==> src/core/dsp_shift_params.svh <==
`ifndef DSP_SHIFT_PARAMS_SVH
`define DSP_SHIFT_PARAMS_SVH

// ****************************************************************
// Register byte offsets on the APB side
// ****************************************************************
`define OFF_X0 8'h00
`define OFF_X1 8'h04
`define OFF_Y0 8'h08
`define OFF_Y1 8'h0C
`define OFF_M0 8'h10
`define OFF_M1 8'h14
`define OFF_A0 8'h18
`define OFF_A1 8'h1C
`define OFF_ACC0_GUARD 8'h20
`define OFF_ACC1_GUARD 8'h24
`define OFF_DSR 8'h28
`define OFF_INSN 8'h2C
`define OFF_STATUS 8'h30

// ****************************************************************
// Status register fields
// ****************************************************************
`define DSR_COND 0
`define DSR_N 1
`define DSR_Z 2
`define DSR_V 3
`define DSR_GREATER 4
`define DSR_CS_LO 5
`define DSR_CS_HI 7
`define DSR_SAT 8
`define DSR_WMASK 32'h000001FF
`define DSR_RESET 32'h00000000
`define ST_ILLEGAL 0
`define ST_SKIPPED 1

// ****************************************************************
// Flag-select codes for the condition flag
// ****************************************************************
`define CS_CARRY 3'h0
`define CS_NEG 3'h1
`define CS_ZERO 3'h2
`define CS_OVF 3'h3
`define CS_GREATER 3'h4
`define CS_GE 3'h5

// ****************************************************************
// Instruction decode constants and limits
// ****************************************************************
`define PREFIX_CODE 6'h3E
`define LSH_REG_TOP 6'h20
`define LSH_IMM_TOP 5'h00
`define ASH_IMM_TOP 5'h02
`define ASH_AMT_MASK 7'h7F
`define ASH_MAX_CNT 7'h20
`define LSH_MAX_CNT 6'h10
`define SAT_POS 40'h007FFFFFFF
`define SAT_NEG 40'hFF80000000

`endif

==> src/core/dsp_shift_pkg.sv <==
package dsp_shift_pkg;

  typedef logic [31:0] word_t;

  // Which shift the issued instruction asks for
  typedef enum logic [1:0] {
    OP_NONE = 2'b00,
    OP_ASH_IMM = 2'b01,
    OP_LSH_REG = 2'b10,
    OP_LSH_IMM = 2'b11
  } op_t;

  // Execution condition of a shift
  typedef enum logic [1:0] {
    EXEC_NEVER = 2'b00,
    EXEC_ALWAYS = 2'b01,
    EXEC_IF_SET = 2'b10,
    EXEC_IF_CLEAR = 2'b11
  } cond_t;

endpackage

==> src/core/shift_res_if.sv <==
`timescale 1ns/1ps
// Result bundle from a shifter to the unit
interface shift_res_if;
  logic [31:0] dst;
  logic [7:0] guard;
  logic carry;
  logic bad_cnt;
  modport prod (output dst, output guard, output carry, output bad_cnt);
  modport cons (input dst, input guard, input carry, input bad_cnt);
endinterface

==> src/core/dsp_shift_unit.sv <==
`timescale 1ns/1ps
`include "dsp_shift_params.svh"
// Behaviour
// - Immediate arithmetic shift uses only low seven immediate bits as signed amount
// - Immediate arithmetic shift reads its source from the destination register
// - Source guard is all ones when source top bit set, else zero
// - Amount bit 6 clear: left shift 0..32, shifted-out bits enter guard
// - Amount bit 6 set: right shift by inverted low bits plus one
// - Right shift replicates guard sign; guard byte shifts arithmetically too
// - Arithmetic left shift carry is bit 0 of result guard
// - Arithmetic right shift carry is last source bit shifted out
// - Overflow when result fits neither range; then apply configured saturation
// - Accumulator destinations store result and guard, guard sign-extended on read
// - Other legal selectors write X0..M1; any other selector is illegal
// - Arithmetic negative is guard bit 7; zero needs result and guard zero
// - Logical shift works on upper word, clears destination lower word
// - Logical shift into accumulator also clears its guard
// - Positive amount shifts left, negative right, from register or immediate
// - Unconditional register logical shift decoded from 10000001 after prefix, one cycle
// - Immediate logical shift is unconditional and shifts destination in place
// - Unconditional shift updates condition flag per flag-select field
// - Unconditional shift updates negative, zero, overflow, greater flags
// - Conditional shift leaves all status flags unchanged
// - Logical left count is low five bits, at most sixteen
// - Logical shift clears carry and overflow; N top bit, Z upper word
module dsp_shift_unit #(
  parameter int ADDR_W = 8
) (
  input wire logic pclk,
  input wire logic presetn,
  input wire logic psel,
  input wire logic penable,
  input wire logic pwrite,
  input wire logic [ADDR_W-1:0] paddr,
  input wire dsp_shift_pkg::word_t pwdata,
  output dsp_shift_pkg::word_t prdata,
  output logic pready,
  output logic pslverr,
  output logic illegal_insn
);
  import dsp_shift_pkg::*;

  // ****************************************************************
  // Destination and source selector decoding
  // ****************************************************************

  // Codes 5 and 7 are the accumulators; every gap in the code list is illegal
  // Maps a four-bit selector to {legal, register index}
  function automatic logic [3:0] dest_index(input logic [3:0] sel);
    logic [3:0] r;
    r = 4'h0;
    unique case (sel)
      4'h5: r = 4'hF;
      4'h7: r = 4'hE;
      4'h8: r = 4'h8;
      4'h9: r = 4'h9;
      4'hA: r = 4'hA;
      4'hB: r = 4'hB;
      4'hC: r = 4'hC;
      4'hE: r = 4'hD;
      default: r = 4'h0;
    endcase
    return r;
  endfunction

  // Sign fill of a 32-bit word into a guard byte
  function automatic logic [7:0] guard_of(input logic [31:0] w);
    return w[31] ? 8'hFF : 8'h00;
  endfunction

  // ****************************************************************
  // Register state
  // ****************************************************************
  // Index 0 X0, 1 X1, 2 Y0, 3 Y1, 4 M0, 5 M1, 6 A0, 7 A1
  word_t dreg_q [0:7];
  // Guard bytes of the two accumulators
  logic [7:0] acc0_guard_q;
  logic [7:0] acc1_guard_q;
  // Status register, then sticky illegal and last-skip flags
  word_t dsr_q;
  logic illegal_q;
  logic skipped_q;
  // Bus answer
  logic pready_q;
  logic pslverr_q;
  word_t prdata_q;

  // ****************************************************************
  // APB decode
  // ****************************************************************
  // Access phase; ready rises in its second cycle
  wire acc_phase = psel & penable;
  wire first_acc = acc_phase & ~pready_q;
  wire xfer_done = acc_phase & pready_q;
  // Writes land only at the completing edge of a mapped access
  wire wr_en = xfer_done & pwrite & ~pslverr_q;
  wire [7:0] addr8 = 8'(paddr);
  // Aligned words up to the status register are mapped
  wire addr_ok = (addr8[1:0] == 2'b00) && (addr8 <= `OFF_STATUS);
  // Register hits
  wire hit_dreg = addr_ok && (addr8 < `OFF_ACC0_GUARD);
  wire hit_g0 = addr_ok && (addr8 == `OFF_ACC0_GUARD);
  wire hit_g1 = addr_ok && (addr8 == `OFF_ACC1_GUARD);
  wire hit_dsr = addr_ok && (addr8 == `OFF_DSR);
  wire hit_insn = addr_ok && (addr8 == `OFF_INSN);
  wire hit_status = addr_ok && (addr8 == `OFF_STATUS);
  // Word index of the data registers
  wire [2:0] rd_idx = addr8[4:2];
  // Issuing an instruction is a write to its register
  wire insn_wr = wr_en & hit_insn;

  // Status word: bit 1 skipped, bit 0 illegal
  wire [31:0] status_word = {30'h00000000, skipped_q, illegal_q};
  // Read selection; guards read back sign-extended
  wire [31:0] rd_val = hit_dreg ? dreg_q[rd_idx] :
                       hit_g0 ? {{24{acc0_guard_q[7]}}, acc0_guard_q} :
                       hit_g1 ? {{24{acc1_guard_q[7]}}, acc1_guard_q} :
                       hit_dsr ? dsr_q :
                       hit_status ? status_word : 32'h00000000;

  // ****************************************************************
  // Instruction decode
  // ****************************************************************
  // Prefix in the upper half, second instruction word in the lower half
  wire [15:0] pre_w = pwdata[31:16];
  wire [15:0] op_w = pwdata[15:0];
  wire is_prefix = pre_w[15:10] == `PREFIX_CODE;
  // Top bits of the second word pick the shift form
  wire lsh_reg_pat = is_prefix && (op_w[15:10] == `LSH_REG_TOP) && (op_w[9:8] != 2'b00);
  wire lsh_imm_pat = is_prefix && (op_w[15:11] == `LSH_IMM_TOP);
  wire ash_imm_pat = is_prefix && (op_w[15:11] == `ASH_IMM_TOP);
  // Operand selector fields of the second word
  wire [1:0] src_sel = op_w[7:6];
  wire [1:0] amt_sel = op_w[5:4];
  wire [3:0] dest_sel = op_w[3:0];
  // Immediate amount; higher field bits never reach the shifters
  wire [6:0] imm7 = op_w[10:4] & `ASH_AMT_MASK;

  // Shift form; any other pattern is refused
  op_t op;
  assign op = lsh_reg_pat ? OP_LSH_REG :
              lsh_imm_pat ? OP_LSH_IMM :
              ash_imm_pat ? OP_ASH_IMM : OP_NONE;

  // Condition: register logical forms carry it in bits 9:8
  cond_t cond;
  assign cond = (op == OP_LSH_REG) ? cond_t'(op_w[9:8]) :
                (op == OP_NONE) ? EXEC_NEVER : EXEC_ALWAYS;

  // Destination decode; the top bit says the selector is legal
  wire [3:0] dest_dec = dest_index(dest_sel);
  wire dest_legal = dest_dec[3];
  wire [2:0] dest_idx = dest_dec[2:0];
  // Indexes 6 and 7 are the accumulators, which own guard bytes
  wire dest_is_acc = dest_idx[2] & dest_idx[1];
  // Source codes 2 and 3 land on the accumulators; amount codes start at Y0
  wire [2:0] src_idx = {src_sel[1], src_sel[1], src_sel[0]};
  wire [2:0] amt_idx = 3'(amt_sel) + 3'h2;

  // ****************************************************************
  // Operand selection
  // ****************************************************************
  // Arithmetic immediate form shifts the destination in place
  wire [31:0] ash_src = dreg_q[dest_idx];
  // Guard is rebuilt from the source sign, never read from storage
  wire [7:0] ash_guard = guard_of(ash_src);
  // Logical register form reads its own source; the amount sits in bits 21:16
  wire [31:0] lsh_src = (op == OP_LSH_IMM) ? dreg_q[dest_idx] : dreg_q[src_idx];
  wire [5:0] lsh_amt = (op == OP_LSH_IMM) ? imm7[5:0] : dreg_q[amt_idx][21:16];

  // Result bundles of the two shifters
  shift_res_if ash_res ();
  shift_res_if lsh_res ();

  // Arithmetic shifter always sees the immediate amount
  arith_shifter u_ash (
    .shift_source(ash_src),
    .src_guard(ash_guard),
    .amount(imm7),
    .res(ash_res)
  );

  // Logical shifter works on the upper word only
  logic_shifter u_lsh (
    .src_hi(lsh_src[31:16]),
    .amount(lsh_amt),
    .imm_form(op == OP_LSH_IMM),
    .res(lsh_res)
  );

  // ****************************************************************
  // Overflow check and protection on the arithmetic path
  // ****************************************************************
  wire [39:0] ash_raw = {ash_res.guard, ash_res.dst};
  // Result fits when the guard only repeats bit 31
  wire pos_fits = (ash_res.guard == 8'h00) && ~ash_res.dst[31];
  wire neg_fits = (ash_res.guard == 8'hFF) && ash_res.dst[31];
  wire ash_ovf = ~(pos_fits | neg_fits);
  // Protection clamps to the largest value of the result's sign
  wire sat_en = dsr_q[`DSR_SAT];
  wire [39:0] ash_sat = ash_raw[39] ? `SAT_NEG : `SAT_POS;
  wire [39:0] ash_fin = (ash_ovf & sat_en) ? ash_sat : ash_raw;

  // ****************************************************************
  // Common result and flags
  // ****************************************************************
  // Arithmetic or logical result, picked by the issued form
  wire is_ash = op == OP_ASH_IMM;
  wire [31:0] res_dst = is_ash ? ash_fin[31:0] : lsh_res.dst;
  wire [7:0] res_guard = is_ash ? ash_fin[39:32] : lsh_res.guard;
  wire bad_cnt = is_ash ? ash_res.bad_cnt : lsh_res.bad_cnt;

  // Status flags of the finished result
  wire flag_n = is_ash ? res_guard[7] : res_dst[31];
  wire flag_z = is_ash ? (res_dst == 32'h00000000) && (res_guard == 8'h00) :
                (res_dst[31:16] == 16'h0000);
  wire flag_v = is_ash & ash_ovf;
  wire flag_c = is_ash ? ash_res.carry : lsh_res.carry;
  wire flag_gt = ~flag_n & ~flag_z;

  // Condition flag chosen by the flag-select field
  wire [2:0] cs = dsr_q[`DSR_CS_HI:`DSR_CS_LO];
  wire cond_new = (cs == `CS_CARRY) ? flag_c :
                  (cs == `CS_NEG) ? flag_n :
                  (cs == `CS_ZERO) ? flag_z :
                  (cs == `CS_OVF) ? flag_v :
                  (cs == `CS_GREATER) ? flag_gt :
                  (cs == `CS_GE) ? ~flag_n : 1'b0;

  // ****************************************************************
  // Execution control
  // ****************************************************************
  // Condition flag as it stood before this instruction
  wire cond_flag = dsr_q[`DSR_COND];
  // A bad count or selector refuses the whole instruction
  wire legal = (op != OP_NONE) & dest_legal & ~bad_cnt;
  wire cond_ok = (cond == EXEC_ALWAYS) |
                 ((cond == EXEC_IF_SET) & cond_flag) |
                 ((cond == EXEC_IF_CLEAR) & ~cond_flag);
  wire run = insn_wr & legal & cond_ok;
  // Only unconditional forms touch the status flags
  wire upd_flags = run & (cond == EXEC_ALWAYS);
  wire set_illegal = insn_wr & ~legal;

  // Flag image written back by an unconditional shift
  word_t dsr_flags;
  always_comb begin
    dsr_flags = dsr_q;
    dsr_flags[`DSR_COND] = cond_new;
    dsr_flags[`DSR_N] = flag_n;
    dsr_flags[`DSR_Z] = flag_z;
    dsr_flags[`DSR_V] = flag_v;
    dsr_flags[`DSR_GREATER] = flag_gt;
  end

  // Flag update beats a software write; the two never meet
  wire sw_dsr_wr = wr_en & hit_dsr;
  wire [31:0] dsr_d = upd_flags ? dsr_flags :
                      sw_dsr_wr ? (pwdata & `DSR_WMASK) : dsr_q;

  // Sticky illegal flag, cleared by writing one; a new event wins
  wire clr_illegal = wr_en & hit_status & pwdata[`ST_ILLEGAL];
  wire illegal_d = set_illegal | (illegal_q & ~clr_illegal);
  wire skipped_d = insn_wr ? (legal & ~cond_ok) : skipped_q;

  // ****************************************************************
  // Data register file
  // ****************************************************************
  // One process per register; each element has a single writer
  genvar gi;
  generate
    for (gi = 0; gi < 8; gi++) begin : g_dreg
      // Execution result wins over a software write in the same cycle
      wire sw_hit = wr_en & hit_dreg & (rd_idx == 3'(gi));
      wire ex_hit = run & (dest_idx == 3'(gi));
      always_ff @(posedge pclk or negedge presetn) begin
        if (!presetn) begin
          dreg_q[gi] <= 32'h00000000;
        end else if (ex_hit) begin
          dreg_q[gi] <= res_dst;
        end else if (sw_hit) begin
          dreg_q[gi] <= pwdata;
        end
      end
    end
  endgenerate

  // Accumulator guards: arithmetic stores the result guard, logical clears it
  wire g0_ex = run & dest_is_acc & ~dest_idx[0];
  wire g1_ex = run & dest_is_acc & dest_idx[0];
  wire [7:0] acc0_guard_d = g0_ex ? res_guard : (wr_en & hit_g0) ? pwdata[7:0] : acc0_guard_q;
  wire [7:0] acc1_guard_d = g1_ex ? res_guard : (wr_en & hit_g1) ? pwdata[7:0] : acc1_guard_q;

  always_ff @(posedge pclk or negedge presetn) begin
    if (!presetn) begin
      acc0_guard_q <= 8'h00;
      acc1_guard_q <= 8'h00;
    end else begin
      acc0_guard_q <= acc0_guard_d;
      acc1_guard_q <= acc1_guard_d;
    end
  end

  // Status register, sticky and skip flags
  always_ff @(posedge pclk or negedge presetn) begin
    if (!presetn) begin
      dsr_q <= `DSR_RESET;
      illegal_q <= 1'b0;
      skipped_q <= 1'b0;
    end else begin
      dsr_q <= dsr_d;
      illegal_q <= illegal_d;
      skipped_q <= skipped_d;
    end
  end

  // ****************************************************************
  // APB answer: one wait state, registered data and error
  // ****************************************************************
  always_ff @(posedge pclk or negedge presetn) begin
    if (!presetn) begin
      pready_q <= 1'b0;
      pslverr_q <= 1'b0;
      prdata_q <= 32'h00000000;
    end else begin
      pready_q <= first_acc;
      pslverr_q <= first_acc & ~addr_ok;
      prdata_q <= (first_acc & ~pwrite & addr_ok) ? rd_val : 32'h00000000;
    end
  end

  // ****************************************************************
  // Outputs
  // ****************************************************************
  assign pready = pready_q;
  // Error only shows while ready stands
  assign pslverr = pready_q & pslverr_q;
  assign prdata = prdata_q;
  assign illegal_insn = illegal_q;
  // Note: a shifter whose bad-count flag is raised never writes a register.
  // Software sees such a request only through the sticky illegal flag.
endmodule

==> src/core/arith_shifter.sv <==
`timescale 1ns/1ps
`include "dsp_shift_params.svh"
// 40-bit arithmetic shifter, left or right by the sign of the amount
module arith_shifter (
  input wire logic [31:0] shift_source,
  input wire logic [7:0] src_guard,
  input wire logic [6:0] amount,
  shift_res_if.prod res
);
  wire [39:0] src40 = {src_guard, shift_source};
  wire go_right = amount[6];
  wire [5:0] lcnt = amount[5:0];
  wire [6:0] rcnt = {1'b0, ~amount[5:0]} + 7'h01;
  wire [39:0] left40 = src40 << lcnt;
  wire [39:0] right40 = 40'($signed(src40) >>> rcnt);
  wire [31:0] out_bits = shift_source >> 7'(rcnt - 7'h01);

  // Left moves top bits into the guard, right replicates the guard sign
  assign res.dst = go_right ? right40[31:0] : left40[31:0];
  assign res.guard = go_right ? right40[39:32] : left40[39:32];
  assign res.carry = go_right ? out_bits[0] : left40[32];
  assign res.bad_cnt = go_right ? (rcnt > `ASH_MAX_CNT) : ({1'b0, lcnt} > `ASH_MAX_CNT);
endmodule

==> src/core/logic_shifter.sv <==
`timescale 1ns/1ps
`include "dsp_shift_params.svh"
// 16-bit logical shifter on the upper word, zero fill at both ends
module logic_shifter (
  input wire logic [15:0] src_hi,
  input wire logic [5:0] amount,
  input wire logic imm_form,
  shift_res_if.prod res
);
  wire go_right = amount[5];
  wire [4:0] lcnt = amount[4:0];
  wire [5:0] rmask = imm_form ? {1'b0, ~amount[4:0]} : {2'b00, ~amount[3:0]};
  wire [5:0] rcnt = rmask + 6'h01;
  wire [15:0] left_hw = src_hi << lcnt;
  wire [15:0] right_hw = src_hi >> rcnt;

  // Result sits in the upper word; low word and guard are zero
  assign res.dst = {go_right ? right_hw : left_hw, 16'h0000};
  assign res.guard = 8'h00;
  assign res.carry = 1'b0;
  assign res.bad_cnt = go_right ? (rcnt > `LSH_MAX_CNT) : ({1'b0, lcnt} > `LSH_MAX_CNT);
endmodule

==> config.mk <==
export PLATFORM = sky130hd
export DESIGN_NAME = dsp_shift_unit
export DESIGN_NICKNAME = d
export VERILOG_FILES = /design/src/core/dsp_shift_pkg.sv /design/src/core/shift_res_if.sv /design/src/core/dsp_shift_unit.sv /design/src/core/arith_shifter.sv /design/src/core/logic_shifter.sv
export VERILOG_INCLUDE_DIRS = /design/src /design/src/core
export SDC_FILE = /design/constraint.sdc
export NUM_CORES = 1
export LEC_CHECK = 0
export ABC_AREA = 1
export CAP_MARGIN = 0
export CELL_PAD_IN_SITES_DETAIL_PLACEMENT = 0
export CELL_PAD_IN_SITES_GLOBAL_PLACEMENT = 2
export CORE_MARGIN = 2
export CORE_UTILIZATION = 37
export DETAILED_ROUTE_END_ITERATION = 10
export DONT_BUFFER_PORTS = 1
export GPL_TIMING_DRIVEN = 0
export PLACE_DENSITY = 0.79
export SLEW_MARGIN = 20
export SYNTH_ARGS = -nofsm -noshare
export SYNTH_HDL_FRONTEND = slang
export SYNTH_SLANG_ARGS = --single-unit
export TNS_END_PERCENT = 20
==> constraint.sdc <==
create_clock -name pclk -period 4.3 [get_ports pclk]
set_input_delay 1.075 -clock pclk [delete_from_list [all_inputs] [get_ports pclk]]
set_output_delay 1.075 -clock pclk [all_outputs]
set_load 0.02 [all_outputs]
== After elaboration in Yosys (flattened, before gate mapping) ==
Memories as Yosys holds them, arrays and structs flattened.
Index checks and enable logic that the tools add are counted.
Storage, ports and cells
  register bits: 317
  memory bits (read-only): 64
  input bits: 45
  output and inout bits: 35
  logic and storage cells: 253
  memories: 1
Memory list
  (name not given): depth 16, width 4, rd ports 1, clocked after memory_dff 0, wr ports 0, line dsp_shift_unit.sv:52  | unique case (sel)
Cells by class
  add/sub/neg operators: 4
  magnitude comparators: 10
  eq/ne operators: 34
  shift operators: 5
  multiplexer cells: 69
  bitwise gates (word level): 75
  reductions and logical operators: 38
Operators by type and width (number)
  two-way mux 32 bit: 29
  binary-select mux 32 bit (select 3 bit): 4
  two-way mux 40 bit: 2
  two-way mux 8 bit: 7
  bitwise AND 1 bit: 49
  two-way mux 22 bit: 2
  equality test 8 x 6 -> 1 bit (second input constant): 5
  << shifter 40 x 6 -> 40 bit: 1
  >>> shifter 40 x 7 -> 40 bit: 1
  logical NOT 32 bit: 1
  right shift 32 x 7 -> 1 bit: 1
  equality test 3 bit (second input constant): 10
  nonzero test 2 bit: 13
  equality test 3 x 2 -> 1 bit (second input constant): 6
  >= comparator 4 bit (second input constant): 4
  logical NOT 16 bit: 1
  logical NOT 8 bit: 2
  two-way mux 16 bit: 1
  NOT 3 -> 4 bit: 4
  << shifter 16 x 5 -> 16 bit: 1
  right shift 16 x 6 -> 16 bit: 1
  two-way mux 1 bit: 15
  two-way mux 5 bit: 3
  NOT 1 bit: 15
  other kinds (28): 57

== Depth between registers and ports, before layout ==
An unclocked memory read counts as a cell.
  depth after elaboration: 26
  mapped depth: 45
  gate-level depth less buffers: 42

== Cells and area by module ==
From an unflattened synthesis, not the netlist that was laid out.
Second synthesis, totals
  cells, all modules: 3693
  area, all modules: 25012.7 µm²
By module, submodules not included
  dsp_shift_unit: times used 1, cells an instance 2294, area each 18515.3 µm², seq. area each 7932.6 µm²
  arith_shifter: times used 1, cells an instance 1153, area each 5282.6 µm², seq. area each 0.0 µm²
  logic_shifter: times used 1, cells an instance 246, area each 1214.9 µm², seq. area each 0.0 µm²

== Worst setup path after synthesis ==
No wires, ideal clock.
  path kind: input to register
  start: input port pwdata[5]
  end: register dsr_q[0]
  library setup time: 0.117 ns
  arrival: 4.796 ns
  slack: -0.613 ns
  cell stages on the path: 31
  buffers on the path: 4
  path through: inv_1 -> clkbuf_1 -> clkbuf_1 -> buf_1 -> ha_1 -> nand2_1 -> nor2_1 -> inv_1 -> nor2_1 -> inv_1 -> nand2_1 -> inv_1 -> nor2_1 -> inv_1 -> nand2_1 -> buf_2 -> o21ai_0 -> a221oi_1 -> nand2_1 -> a21oi_1 -> nand2_1 -> nor2_1 -> nand2_1 -> nor2_1 -> nand3_1 -> nand2_1 -> nand2_1 -> nand2_1 -> nand3_1 -> nand2_1 -> nand2_1
Between the ends
  word-level cells in the longest chain between the ends: 23
  elaborated cells between the ends (all ways): 65
RTL lines
  start, declared: line dsp_shift_unit.sv:35  | input wire dsp_shift_pkg::word_t pwdata,
  adder 2 x 2 -> 3 bit: line dsp_shift_unit.sv:158  | wire [2:0] amt_idx = 3'(amt_sel) + 3'h2;
  NOT 3 -> 4 bit (implied by the code): line dsp_shift_unit.sv:169  | wire [5:0] lsh_amt = (op == OP_LSH_IMM) ? imm7[5:0] : dreg_q[amt_idx][21:16];
  binary-select mux 32 bit (select 3 bit): line dsp_shift_unit.sv:169
  two-way mux 22 bit (implied by the code) (2 in a row): line dsp_shift_unit.sv:169
  two-way mux 6 bit: line dsp_shift_unit.sv:169
  NOT 4 bit / NOT 5 bit (equally long branches): line logic_shifter.sv:12  | wire [5:0] rmask = imm_form ? {1'b0, ~amount[4:0]} : {2'b00, ~amount[3:0]};
  two-way mux 5 bit: line logic_shifter.sv:12
  adder 6 x 1 -> 6 bit: line logic_shifter.sv:13  | wire [5:0] rcnt = rmask + 6'h01;
  [... 6 more ...]
  NOT 1 bit: line dsp_shift_unit.sv:219  | wire flag_gt = ~flag_n & ~flag_z;
  bitwise AND 1 bit: line dsp_shift_unit.sv:219
  two-way mux 1 bit: line dsp_shift_unit.sv:227  | (cs == `CS_GREATER) ? flag_gt :
  two-way mux 1 bit: line dsp_shift_unit.sv:226  | (cs == `CS_OVF) ? flag_v :
  two-way mux 1 bit: line dsp_shift_unit.sv:225  | (cs == `CS_ZERO) ? flag_z :
  two-way mux 1 bit: line dsp_shift_unit.sv:224  | (cs == `CS_NEG) ? flag_n :
  two-way mux 1 bit: line dsp_shift_unit.sv:223  | wire cond_new = (cs == `CS_CARRY) ? flag_c :
  two-way mux 5 bit: line dsp_shift_unit.sv:258  | wire [31:0] dsr_d = upd_flags ? dsr_flags :
  end signal, assigned: line dsp_shift_unit.sv:307  | dsr_q <= `DSR_RESET;
  end signal, assigned: line dsp_shift_unit.sv:311  | dsr_q <= dsr_d;
  end, declared: line dsp_shift_unit.sv:80  | word_t dsr_q;
Several ways; a longest one is shown, not always the timed one. The select of a mux whose other input is x is not followed.
A chain may end at the register's enable or synchronous reset.

== Worst setup path after layout ==
  start: input port pwdata[3]
  end: register dsr_q[0]
Between the ends
  word-level cells in the longest chain between the ends: 26
  elaborated cells between the ends (all ways): 52
RTL lines
  memory (16 x 4 bit) *
  NOT 3 -> 4 bit (implied by the code): line dsp_shift_unit.sv:164, dsp_shift_unit.sv:168
  binary-select mux 32 bit (select 3 bit): line dsp_shift_unit.sv:164, dsp_shift_unit.sv:168
  two-way mux 32 bit (implied by the code) (2 in a row): line dsp_shift_unit.sv:164, dsp_shift_unit.sv:168
  two-way mux 8 bit: line dsp_shift_unit.sv:68  | return w[31] ? 8'hFF : 8'h00;
  >>> shifter 40 x 7 -> 40 bit / << shifter 40 x 6 -> 40 bit (equally long branches): line arith_shifter.sv:15, arith_shifter.sv:14
  two-way mux 8 bit / two-way mux 32 bit (equally long branches): line arith_shifter.sv:20, arith_shifter.sv:19
  equality test 8 bit, or another cell as far along: line dsp_shift_unit.sv:197  | wire neg_fits = (ash_res.guard == 8'hFF) && ash_res.dst[31];
  [... 9 more ...]
  NOT 1 bit: line dsp_shift_unit.sv:219
  bitwise AND 1 bit: line dsp_shift_unit.sv:219
  two-way mux 1 bit: line dsp_shift_unit.sv:227
  two-way mux 1 bit: line dsp_shift_unit.sv:226
  two-way mux 1 bit: line dsp_shift_unit.sv:225
  two-way mux 1 bit: line dsp_shift_unit.sv:224
  two-way mux 1 bit: line dsp_shift_unit.sv:223
  two-way mux 5 bit: line dsp_shift_unit.sv:258
Mark *: on every way between the ends. The rest lies on a longest branch, timed or not. The select of a mux whose other input is x is not followed.

==> impl_metrics.toml <==
[setup_path]
crit_slowest_cell = "bufbuf_16"
crit-reg2reg-launch = "dreg_q[212]$_DFFE_PN0P_"
endpoint_kind = "flop"
critPathLaunch = "pwdata[3]"
r2r_cells = 33
cp.required_ps = 4780
ff2ff_setup_slack_ps = -220
startpoint_type = "primary input"
critPathMaxStageDelay_ps = 290
crit_fanout = 10
cp_common_cell = "nand2_1"
critPathKind = "primary input to flop"
r2r-end = "dsr_q[0]$_DFFE_PN0P_"
worstPathArrival_ps = 5740

[synthesis]
avgSynthCellArea_um2 = 6.45
yosys_warnings = 0
syn_inst = 4004
synth_edf_count = 0
synth_ff_type = "dfrtp_1"
syn-num-nets = 4053
synth-seq-cells = 317
syn_area_um2 = 25800
synthArstFlopShare_pct = 100
ys_seq_area_share_pct = 30.7
ys_types = 60

[timing]
rsz0062_at_grt = "yes"
max_freq_mhz = 190
timing.hold.ws_ps = 168
setup_viol = 277
worst_pin_slew_ps = 1300
finalHoldViolCount = 0
slew_headroom_pct = 13.0
fin_worst_skew_ps = 35.0
setup_ws_ps = -959
tns_ps = -88090
finalCriticalPeriod_ps = 5260
finalCritPeriodShare_pct = 122
report.final.slew_viol_count = 0

[clocking]
clockBufferDepth = 3
clk_pin_slew_ps = 60
cts.sinks = 317
clk_latency_ps = 610
htreeDepth = 2
cts_root_buffer = "clkbuf_16"
cts.hold.buffers_added = 0
numCtsBuffers = 42
cts_tree = "yes"

[layout]
nNetsFinal = 4364
finalNonFillerCells = 5277
syn2layout_area_growth_pct = 38.2
drive_gt1_share_pct = 26.3

[global_route]
grt.met1_usage_pct = 64.6
grt_first_pass_wirelength_um = 253000
grt.total_usage_pct = 50.5
top_usage_layer = "met2"
grt_max_degree = 318
grt.met3_usage_pct = 18.0
overflow = 0
antenna_found_initial = 4
use_met2_pct = 70.8
grt_pass1_vias = 32178

[floorplan]
initial_core_util_pct = 37.5
dieArea_um2 = 71900
die-height_um = 268
num_rows = 96
core-area_um2 = 68800
ios = 80
fp.dieW_um = 268

[run_status]
outcome = "finished with violations"
violations = "negative setup slack"

[place]
dpl.hpwl_um = 139000
io_buffers = 0
gp_congestion = 1.03
post-place-cells = 4935

[routing]
wl_per_cell_um = 35.6
dr.pass1.iters = 10
via_per_inst = 6.66
drt_iter0_markers = 5584
num_vias = 35147
finalWirelength_um = 188000
ant_nets = 0
drc = 0

[flow_run]
cap_violations = 0

[power]
powerDensity_nw_per_um2 = 291
ir_drop_mv = 0.354
p_leak_nw = 16.0

[worst_hold_path]
min_path_type = "primary input to asynchronous set/reset pin"
## what timing repair did
item,CTS,global route
cloned,10,9
endpoints found under the setup margin,285,277
endpoints found under the hold margin,0,0
pin swaps,172,137
buffers inserted,145,105
resized for setup,847,393
## cell usage after synthesis, drive strengths merged, types with 20 or more instances
cell / count / share of area (%)
a211oi: 36 / 1.0
o21ai: 297 / 5.8
a31oi: 54 / 1.3
or2: 20 / 0.48
o22ai: 66 / 1.6
nor2: 314 / 4.7
a22oi: 36 / 1.0
o2111ai: 24 / 0.81
a21oi: 172 / 3.3
nor3: 37 / 0.76
nand3: 554 / 11
o221ai: 159 / 5.4
nand2: 1055 / 16
o211ai: 70 / 2.0
clkbuf: 161 / 2.3
dfrtp: 317 / 31
buf: 98 / 2.1
nand3b: 50 / 1.5
inv: 399 / 5.8
## metal layers
layer  part of all wire (%)  wire [um]  vias to the layer above
li1                       -          -                    14479
met1                     37      70000                    17042
met2                     40      74300                     2886
met3                     14      27000                      734
met4                    8.8      16500                        6
met5                  0.034         63                        -
## cells by family after synthesis
logic type / after synthesis / share of synthesized area (%)
AND/OR/NAND/NOR: 2049 / 34.6
AO/OA/AOI/OAI: 949 / 23.6
buffers and inverters: 675 / 10.5
flip-flops: 317 / 30.7
XOR/XNOR: 9 / 0.335
adder cells (fa/ha/maj): 4 / 0.194
multiplexers: 1 / 0.0388
## cell type report
class                   count  area (um2)
fillers                  7026       33100
multi-input cells        3014       18700
flip-flops and latches    317        7930
repair buffers            265        2520
plain buffers             259        2240
inverters                 416        1760
clock buffers              60        1240
well taps                 931        1160
clock inverters            14         170
diodes                      1        2.50
## sequential cells by signal (all words and copies together) (netlist names)
| register | flops |
|---|---|
| dreg_q | 256 |
| prdata | 32 |
| dsr_q | 9 |
| acc0_guard_q | 8 |
| acc1_guard_q | 8 |
| illegal_insn | 1 |
| pready | 1 |
| pslverr_q | 1 |
| skipped_q | 1 |
## cells in the final DEF, fill, tap and decap left out, types with 20 or more instances in the layout
cell       count
o21ai_0      236
dfrtp_1      317
clkbuf_16     55
nor2_4        46
o2111ai_1     24
clkbuf_1      85
nand3_4       91
inv_2         24
nand2_1      856
clkbuf_2      31
nand2_2      108
nand3_1      354
o211ai_1      70
o21ai_1       44
nand3b_1      50
clkbuf_8      20
nor3_1        30
inv_1        341
buf_4        232
a21oi_1      162
nor2_1       216
buf_6         41
a31oi_1       53
o22ai_1       65
a211oi_1      32
nand2_4       75
a22oi_1       36
nand3_2      109
clkbuf_4      21
o221ai_1     150
nor2_2        51
buf_12        43
## worst max-delay path, delay by kind of cell
family	cells	cell delay, ps
and+or+nand+nor	32	3600
buffers and inverters	7	1010
## worst max-delay path by stage
stage	end	slack (ps)	cells after the start
2_1_floorplan	dreg_q[213]$_DFFE_PN0P_	-180	24
4_1_cts	dsr_q[0]$_DFFE_PN0P_	-780	40
3_5_place_dp	dsr_q[0]$_DFFE_PN0P_	-3730	26
6_report	dsr_q[0]$_DFFE_PN0P_	-960	39
3_3_place_gp	dsr_q[0]$_DFFE_PN0P_	-3840	26
5_1_grt	dsr_q[0]$_DFFE_PN0P_	-1010	40
## report_power, final
group / switching [mW] / leakage, nW / total [mW] / internal, mW
Sequential: 0.0109 / 3.61 / 3.01 / 3.00
Combinational: 2.55 / 11.7 / 3.63 / 1.08
Clock: 1.55 / 0.699 / 3.73 / 2.19
Total: 4.11 / 16.0 / 10.4 / 6.26
## through the flow
stage               util, %  worst slack [ps]  area (um2)  power (mW)
finish                 51.8              -959       35700        10.4
global route           51.8             -1010       35700        10.5
global placement       39.6             -3840       27300        5.54
CTS                    48.3              -777       33300        9.84
floorplan                 -              -181       26100        4.41
detailed placement     39.6             -3730       27300        5.53
No activity file was read; power rests on OpenSTA's default activity.
